<file path="src/regulator_ctrl_pkg.sv">
// =====================================================================
// Shared constants for the regulator mode and low-voltage controller.
// =====================================================================
package regulator_ctrl_pkg;

   // Register bus geometry.
   localparam int unsigned ADDR_W = 8;
   localparam int unsigned DATA_W = 8;

   // Offset of the single control register.
   localparam logic [ADDR_W-1:0] REGULATOR_CONTROL_ADDR = 8'h00;

   // Field positions inside the control register.
   localparam int unsigned CHANGE_FLAG_BIT = 0;
   localparam int unsigned IRQ_ENABLE_BIT  = 1;
   localparam int unsigned STATUS_BIT      = 2;

   // Reset values of the control state.
   localparam logic CHANGE_FLAG_RST = 1'h0;
   localparam logic IRQ_ENABLE_RST  = 1'h0;
   localparam logic STATUS_RST      = 1'h0;
   localparam logic POR_RST         = 1'h1;
   localparam logic DRIVE_EN_RST    = 1'h0;
   localparam logic [DATA_W-1:0] READ_IDLE = 8'h00;

   // Order of the asynchronous inputs inside the synchroniser vector.
   localparam int unsigned IN_W        = 5;
   localparam int unsigned IN_SUPPLY   = 0;
   localparam int unsigned IN_STOP     = 1;
   localparam int unsigned IN_ENABLE   = 2;
   localparam int unsigned IN_CORE_LOW = 3;
   localparam int unsigned IN_LVR      = 4;

   // Safe levels assumed before the pins have been sampled: regulator
   // enabled, core supply taken as low so power-on reset stays asserted.
   localparam logic [IN_W-1:0] IN_RST = 5'h0C;

   // Operating modes of the regulator.
   typedef enum logic [1:0] {
      MODE_FULL,
      MODE_REDUCED,
      MODE_SHUTDOWN
   } mode_e;

endpackage : regulator_ctrl_pkg

</file>
<file path="src/pin_sync3.sv">
`timescale 1ns/1ps
// =====================================================================
// Three-stage pin synchroniser with agreement filter.
// =====================================================================
module pin_sync3 #(
   parameter int unsigned   W       = 1,
   parameter logic [W-1:0]  RST_VAL = '0
) (
   // Clock and synchronised reset.
   input  wire logic         ref_clk_i,
   input  wire logic         rst_n_i,
   // Asynchronous pins and their filtered levels.
   input  wire logic [W-1:0] async_i,
   output logic      [W-1:0] level_o
);

   logic [W-1:0] s1_q;     // First stage, read only by the second.
   logic [W-1:0] s2_q;     // Second stage.
   logic [W-1:0] s3_q;     // Third stage.
   logic [W-1:0] level_q;  // Accepted level.
   logic [W-1:0] agree;    // Second and third stage agree.

   assign agree   = ~(s2_q ^ s3_q);
   assign level_o = level_q;

   // Shift chain; the first stage may go metastable, so nothing but the
   // second stage looks at it.
   always_ff @(posedge ref_clk_i or negedge rst_n_i) begin
      if (!rst_n_i) begin
         s1_q <= RST_VAL;
         s2_q <= RST_VAL;
         s3_q <= RST_VAL;
      end else begin
         s1_q <= async_i;
         s2_q <= s1_q;
         s3_q <= s2_q;
      end
   end

   // A change is accepted once two clean stages agree on it.
   always_ff @(posedge ref_clk_i or negedge rst_n_i) begin
      if (!rst_n_i) begin
         level_q <= RST_VAL;
      end else begin
         level_q <= (agree & s3_q) | (~agree & level_q);
      end
   end
endmodule // pin_sync3

</file>
<file path="src/regulator_mode_lowvolt_ctrl.sv">
// The address-and-strobe port was decided locally.
`timescale 1ns/1ps
// =====================================================================
// Regulator mode and low-voltage control: top level.
// =====================================================================
// Notes on behaviour
// Status bit two is read-only mirror.
// Status reads one only when low in full mode.
// Enable bit one raises request while flag set.
// Flag bit zero sets on every status change; the forced zero on leaving full mode does not set it.
// Writing one clears flag; zero ignored.
// Entering reduced power keeps the flag.
// Not stopped means full mode, all checks on.
// Stopped means reduced mode, only power-on reset.
// Enable low forces shutdown; else stop decides.
// Shutdown floats both outputs, only power-on reset.
// System never toggles enable while powered.
// Power-on reset holds until core supply good.
// Interrupt only in full mode with enable.
// Comparator passes a synchroniser before use.
module regulator_mode_lowvolt_ctrl
   import regulator_ctrl_pkg::*;
(
   // Clock and reset.
   input  wire logic                                 ref_clk_i,
   input  wire logic                                 resetn_i,
   // Register port.
   input  wire logic [regulator_ctrl_pkg::ADDR_W-1:0] addr_i,
   input  wire logic [regulator_ctrl_pkg::DATA_W-1:0] wdata_i,
   input  wire logic                                 wr_i,
   input  wire logic                                 rd_i,
   output logic      [regulator_ctrl_pkg::DATA_W-1:0] rdata_o,
   // Analog comparator results and control pins, all asynchronous.
   input  wire logic                                 supply_low_i,
   input  wire logic                                 core_supply_low_i,
   input  wire logic                                 core_lvr_low_i,
   input  wire logic                                 mcu_stop_i,
   input  wire logic                     regulator_enable_input_i,
   // Reset and interrupt requests.
   output logic                                 low_voltage_interrupt_o,
   output logic                                 power_on_reset_o,
   output logic                                 undervoltage_reset_o,
   // Regulator drive enables, low means high impedance.
   output logic                                 primary_drive_en_o,
   output logic                                 secondary_drive_en_o,
   // Mode indication.
   output logic                                 full_performance_state_o,
   output logic                                 reduced_power_state_o,
   output logic                                 shutdown_state_o
);

   // ==================================================================
   // Reset release
   // ==================================================================

   logic rst_meta_q;  // First release stage.
   logic rst_n;       // Synchronised reset used by the whole block.

   // Assertion is immediate; release waits two edges so every flop in
   // the block leaves reset on the same clock.
   always_ff @(posedge ref_clk_i or negedge resetn_i) begin
      if (!resetn_i) begin
         rst_meta_q <= 1'h0;
         rst_n      <= 1'h0;
      end else begin
         rst_meta_q <= 1'h1;
         rst_n      <= rst_meta_q;
      end
   end

   // ==================================================================
   // Input synchronisation and mode
   // ==================================================================

   logic [IN_W-1:0] pins_async;  // Raw asynchronous inputs.
   logic [IN_W-1:0] pins_lvl;    // Filtered levels.
   mode_e           mode;        // Current operating mode.
   logic            det_on;      // Detector and UNDERVOLTAGE_RESET enabled.

   assign pins_async[IN_SUPPLY]   = supply_low_i;
   assign pins_async[IN_STOP]     = mcu_stop_i;
   assign pins_async[IN_ENABLE]   = regulator_enable_input_i;
   assign pins_async[IN_CORE_LOW] = core_supply_low_i;
   assign pins_async[IN_LVR]      = core_lvr_low_i;

   // Every pin, the comparator among them, is filtered before use.
   pin_sync3 #(
      .W       (IN_W),
      .RST_VAL (IN_RST)
   ) u_sync (
      .ref_clk_i (ref_clk_i),
      .rst_n_i   (rst_n),
      .async_i   (pins_async),
      .level_o   (pins_lvl)
   );

   // The enable pin is followed as it is; switching it while powered is
   // unsupported, so no glitch-free hand-over is attempted.
   regulator_mode_sel u_mode (
      .ref_clk_i                (ref_clk_i),
      .rst_n_i                  (rst_n),
      .mcu_stop_i               (pins_lvl[IN_STOP]),
      .regulator_enable_input_i (pins_lvl[IN_ENABLE]),
      .mode_o                   (mode)
   );

   // Only full performance powers the detector and the UNDERVOLTAGE_RESET comparator.
   assign det_on = (mode == MODE_FULL);

   // ==================================================================
   // Control register state
   // ==================================================================

   logic status_q;   // Low-voltage status.
   logic status_d;   // Next status.
   logic ie_q;       // Interrupt enable.
   logic flag_q;     // Sticky change flag.
   logic hit;        // Address selects the control register.
   logic wr_hit;     // Write to the control register.
   logic clr_req;    // Software asks to clear the flag.
   logic status_chg; // Status is about to change.

   assign hit     = (addr_i == REGULATOR_CONTROL_ADDR);
   assign wr_hit  = wr_i && hit;
   assign clr_req = wr_hit && wdata_i[CHANGE_FLAG_BIT];

   // Status mirrors the comparator in full mode and reads zero in the
   // other modes; the write data never reach it.
   assign status_d   = det_on && pins_lvl[IN_SUPPLY];
   assign status_chg = det_on && (status_d != status_q);

   // Status register.
   always_ff @(posedge ref_clk_i or negedge rst_n) begin
      if (!rst_n) begin
         status_q <= STATUS_RST;
      end else begin
         status_q <= status_d;
      end
   end

   // Interrupt enable, the one bit software steers.
   always_ff @(posedge ref_clk_i or negedge rst_n) begin
      if (!rst_n) begin
         ie_q <= IRQ_ENABLE_RST;
      end else if (wr_hit) begin
         ie_q <= wdata_i[IRQ_ENABLE_BIT];
      end
   end

   // Change flag. A change in the same cycle as a clear wins, so no
   // event is lost. Changes are only counted while the detector runs;
   // the forced zero on leaving full mode is not an event, but a return to
   // full mode with the supply still low sets the flag.
   always_ff @(posedge ref_clk_i or negedge rst_n) begin
      if (!rst_n) begin
         flag_q <= CHANGE_FLAG_RST;
      end else if (status_chg) begin
         flag_q <= 1'h1;
      end else if (clr_req) begin
         flag_q <= 1'h0;
      end
   end

   // ==================================================================
   // Read port
   // ==================================================================

   logic [DATA_W-1:0] rd_word;  // Current register image.
   logic [DATA_W-1:0] rdata_q;  // Read data, valid one cycle.

   // Unused bits read as zero.
   always_comb begin
      rd_word                  = READ_IDLE;
      rd_word[STATUS_BIT]      = status_q;
      rd_word[IRQ_ENABLE_BIT]  = ie_q;
      rd_word[CHANGE_FLAG_BIT] = flag_q;
   end

   // Read data stand only in the cycle after the strobe; an unmapped
   // address answers zero.
   always_ff @(posedge ref_clk_i or negedge rst_n) begin
      if (!rst_n) begin
         rdata_q <= READ_IDLE;
      end else if (rd_i && hit) begin
         rdata_q <= rd_word;
      end else begin
         rdata_q <= READ_IDLE;
      end
   end

   assign rdata_o = rdata_q;

   // ==================================================================
   // Reset, interrupt and drive outputs
   // ==================================================================

   logic irq_q;     // Interrupt request.
   logic por_q;     // Power-on reset.
   logic lvr_q;     // Low-voltage reset.
   logic drive_q;   // Regulator outputs driven.
   logic full_q;    // Full-performance indication.
   logic red_q;     // Reduced-power indication.
   logic shut_q;    // Shutdown indication.

   // The request is a level that follows the flag; it drops as soon as
   // software clears the flag or the mode leaves full performance.
   always_ff @(posedge ref_clk_i or negedge rst_n) begin
      if (!rst_n) begin
         irq_q <= 1'h0;
      end else begin
         irq_q <= flag_q && ie_q && det_on;
      end
   end

   // Power-on reset runs in every mode and starts asserted.
   always_ff @(posedge ref_clk_i or negedge rst_n) begin
      if (!rst_n) begin
         por_q <= POR_RST;
      end else begin
         por_q <= pins_lvl[IN_CORE_LOW];
      end
   end

   // Low-voltage reset is gated off outside full performance.
   always_ff @(posedge ref_clk_i or negedge rst_n) begin
      if (!rst_n) begin
         lvr_q <= 1'h0;
      end else begin
         lvr_q <= det_on && pins_lvl[IN_LVR];
      end
   end

   // Both regulator outputs float in shutdown, so an external supply
   // can take over; they stay off until the mode is known.
   always_ff @(posedge ref_clk_i or negedge rst_n) begin
      if (!rst_n) begin
         drive_q <= DRIVE_EN_RST;
      end else begin
         drive_q <= (mode != MODE_SHUTDOWN);
      end
   end

   // Mode indication flops.
   always_ff @(posedge ref_clk_i or negedge rst_n) begin
      if (!rst_n) begin
         full_q <= 1'h0;
         red_q  <= 1'h0;
         shut_q <= 1'h0;
      end else begin
         full_q <= (mode == MODE_FULL);
         red_q  <= (mode == MODE_REDUCED);
         shut_q <= (mode == MODE_SHUTDOWN);
      end
   end

   assign low_voltage_interrupt_o  = irq_q;
   assign power_on_reset_o         = por_q;
   assign undervoltage_reset_o     = lvr_q;
   assign primary_drive_en_o       = drive_q;
   assign secondary_drive_en_o     = drive_q;
   assign full_performance_state_o = full_q;
   assign reduced_power_state_o    = red_q;
   assign shutdown_state_o         = shut_q;
endmodule // regulator_mode_lowvolt_ctrl

</file>
<file path="src/regulator_mode_sel.sv">
`timescale 1ns/1ps
// =====================================================================
// Operating mode selection from stop state and regulator enable.
// =====================================================================
module regulator_mode_sel
   import regulator_ctrl_pkg::*;
(
   // Clock and synchronised reset.
   input  wire logic ref_clk_i,
   input  wire logic rst_n_i,
   // Synchronised controls.
   input  wire logic mcu_stop_i,
   input  wire logic regulator_enable_input_i,
   // Selected mode.
   output regulator_ctrl_pkg::mode_e mode_o
);

   mode_e mode_q;  // Registered mode.
   mode_e mode_d;  // Next mode.

   assign mode_o = mode_q;

   // Enable low wins over everything; otherwise stop picks the mode.
   always_comb begin
      if (!regulator_enable_input_i) begin
         mode_d = MODE_SHUTDOWN;
      end else if (mcu_stop_i) begin
         mode_d = MODE_REDUCED;
      end else begin
         mode_d = MODE_FULL;
      end
   end

   // Mode register; reset starts in full performance.
   always_ff @(posedge ref_clk_i or negedge rst_n_i) begin
      if (!rst_n_i) begin
         mode_q <= MODE_FULL;
      end else begin
         mode_q <= mode_d;
      end
   end

endmodule // regulator_mode_sel
</file>
<file path="config.mk">
export PLATFORM = sky130hd
export DESIGN_NAME = regulator_mode_lowvolt_ctrl
export DESIGN_NICKNAME = d
export VERILOG_FILES = /design/src/regulator_ctrl_pkg.sv /design/src/pin_sync3.sv /design/src/regulator_mode_lowvolt_ctrl.sv /design/src/regulator_mode_sel.sv
export SDC_FILE = /design/constraint.sdc
export NUM_CORES = 1
export LEC_CHECK = 0
export BUFFER_PORTS_ARGS = -buffer_cell sky130_fd_sc_hd__buf_2
export CAP_MARGIN = 20
export CORE_ASPECT_RATIO = 1.1
export CORE_UTILIZATION = 30
export CTS_CLUSTER_DIAMETER = 150
export DETAILED_ROUTE_END_ITERATION = 8
export GPL_ROUTABILITY_DRIVEN = 0
export PLACE_DENSITY = 0.55
export SYNTH_ARGS = -nofsm -noshare
export SYNTH_HDL_FRONTEND = slang
export SYNTH_HIERARCHICAL = 1
export SYNTH_SLANG_ARGS = --single-unit
</file>
<file path="constraint.sdc">
create_clock -name ref_clk_i -period 1.9 [get_ports ref_clk_i]
set_input_delay 0.285 -clock ref_clk_i [delete_from_list [all_inputs] [get_ports ref_clk_i]]
set_output_delay 0.285 -clock ref_clk_i [all_outputs]
set_load 0.01 [all_outputs]
</file>
==> reports/results.ini <==
[critical_path]
crit_chain=buf_2
critPathKind=reg2out
worstPathArrival_ns=0.91
crit_family=flip-flops
cp-start-kind=register
worstPathMaxFanout=1
critPathCaptureType=primary output
cp_slowest_cell=dfstp_2
crit_buf_inv=1
slowest_delay_ns=0.51
critPathRequiredTime_ns=1.62

[synthesis]
ys_ff_latch=37
ys_warn_count=6
synthesis.area_um2=1190
syn_area_per_cell_um2=17.0
synth_cell_types=17
syn_inst=70
yosysSeqAreaShare_pct=78.8

[global_route]
antenna_found_initial=0
grt_pass1_vias=607
grt_max_degree=36
grt-ovfl-total=0
track_usage_pct=8.90
grt_pass1_wl_mm=2.54

[timing]
setup_viol=0
hold_violations=0
rsz0062_at_grt=no
max_freq_ghz=0.836
fin_skew_ns=0.00306
maxSlewViolCount=0
fin_crit_ns=1.20
setup-tns-final_ns=0
fin_ws_ns=0.703
timing.final.crit_share_pct=63.0

[clock_network]
cts-buffers-inserted=5
clockRootBuffer=clkbuf_8
htreeDepth=2
clock_latency_ns=0.28
cts_tree=done
clkTransAtPathRegs_ns=0.07
cts_buffer_depth=2
clock_sinks=37

[place]
portBuffers=29
pre_cts_slack_ns=0.593
dpl.hpwl_mm=1.09

[routing]
drc_errors=0
wirelength_mm=1.55
viasPerCell=3.85
drt-wirelength-per-cell_um=9.85
firstDrtPassIters=4
drt_iter0_markers=19
vias=604
drtAntennaViolNets=0

[die]
io_pins=41
die_h_um=68.0
fp.coreArea_um2=3710
fp.dieW_um=62.0
rows=23
initial_core_util_pct=32.0
die-area_um2=4220

[finish]
fillers=355
drive_gt1_share_pct=50.5
antenna_cells=0
syn_to_final_growth_pct=26.2
nNetsFinal=131

[power]
seq_power_share_pct=52.9
p_sw_mw=0.326
cellPowerDensity_nw_per_um2=1100
p_int_mw=1.32
leakage_nw=0.740
swShare_pct=19.8
comb_power_share_pct=6.0
max-vdd-ir-drop_uv=416
power.total_mw=1.65
clkPwrFrac_pct=41.1

[min_path]
hp-class=in2reg

[run_status]
outcome=finished, final reports clean

[run]
drv_cap=0

-- cells in the final DEF (no fill, tap or decap) --
cell	count
nand4_1	1
dfstp_2	9
maj3_2	5
nor4_2	2
clkbuf_8	6
buf_4	1
conb_1	6
nor2_1	1
bufinv_16	1
dfrtp_1	28
dlygate4sd3_1	1
inv_1	2
clkbuf_1	1
buf_2	29
and2_1	4
xor2_1	1
nand3_1	1
mux2_4	1
and3_1	4
a22o_1	1
nand2b_1	1
nor2b_1	1
-- path summary, 6_finish.rpt --
check	from	end	slack, ns	cells after the start
max reg2reg	register	flag_q	1.01	2
min in group asynchronous	rst_n	u_sync/s2_q[0]	0.27	1
min	regulator_enable_input_i	u_sync/s1_q[2]	0.1	1
min reg2reg	rst_n	u_sync/s2_q[0]	0.27	1
max	power_on_reset_o	power_on_reset_o	0.70	1
max in group asynchronous	rst_n	power_on_reset_o	1.30	1
-- cell families after synthesis --
kind of cell / share of synthesized area [%]
buf+inv: 4.42
other cells: 0.632
flops: 78.8
fa+ha+maj: 4.74
simple gates: 8.63
mux: 1.26
xor+xnor: 0.737
compound gates: 0.737
-- Yosys cell counts --
library cell / instances / area share [%]
nand2b_1: 1 / 0.53
a22o_1: 1 / 0.74
inv_1: 2 / 0.63
xor2_1: 1 / 0.74
buf_4: 6 / 3.8
dfrtp_1: 28 / 59
dfstp_2: 9 / 20
and2_1: 4 / 2.1
nand3_1: 1 / 0.42
and3_1: 4 / 2.1
nor4_2: 2 / 2.1
conb_1: 2 / 0.63
nor2b_1: 1 / 0.53
nor2_1: 1 / 0.32
maj3_2: 5 / 4.7
nand4_1: 1 / 0.53
mux2_4: 1 / 1.3
-- routing by layer --
layer | track usage (%) | vias up | part of all wire, %
met5 | 0 | - | 0
met4 | 5.00 | 0 | 2.3
met3 | 5.67 | 6 | 6.9
met2 | 14.1 | 21 | 52
met1 | 8.70 | 290 | 39
li1 | - | 287 | -
-- what timing repair did --
action,CTS,global route
endpoints found under the hold margin,2,0
buffers inserted,0,0
hold buffers,1,0
gates resized for setup,0,0
-- stage by stage --
stage	util, %	instance area, um2	hold WS (ns)	cells
6_report	40.4	1500	0.0955	157
5_1_grt	40.4	1500	0.0834	157
4_1_cts	40.4	1500	0.0832	157
3_5_place_dp	37.0	1370	0.0734	148
3_3_place_gp	37.0	1370	0.0701	148
2_1_floorplan	-	1200	-0.0106	74
-- cell type report --
class	count	area (um2)	area share, %
clock buffers	7	86.3	5.75
clock inverters	1	30.0	2.00
inverters	2	7.51	0.500
multi-input cells	29	214	14.3
flip-flops and latches	37	937	62.5
well taps	50	62.6	4.17
repair buffers	31	163	10.8
-- power by group through the flow --
stage | clock network, mW | registers, mW | logic [mW]
after CTS | 0.701 | 0.873 | 0.101
after global placement | 0 | 0.883 | 0.0965
after global routing | 0.735 | 0.878 | 0.114
after floorplan | 0 | 0.900 | 0.0461
final | 0.678 | 0.872 | 0.0985
after detailed placement | 0 | 0.887 | 0.0992
Note: power is estimated with default switching activity, not from simulation.
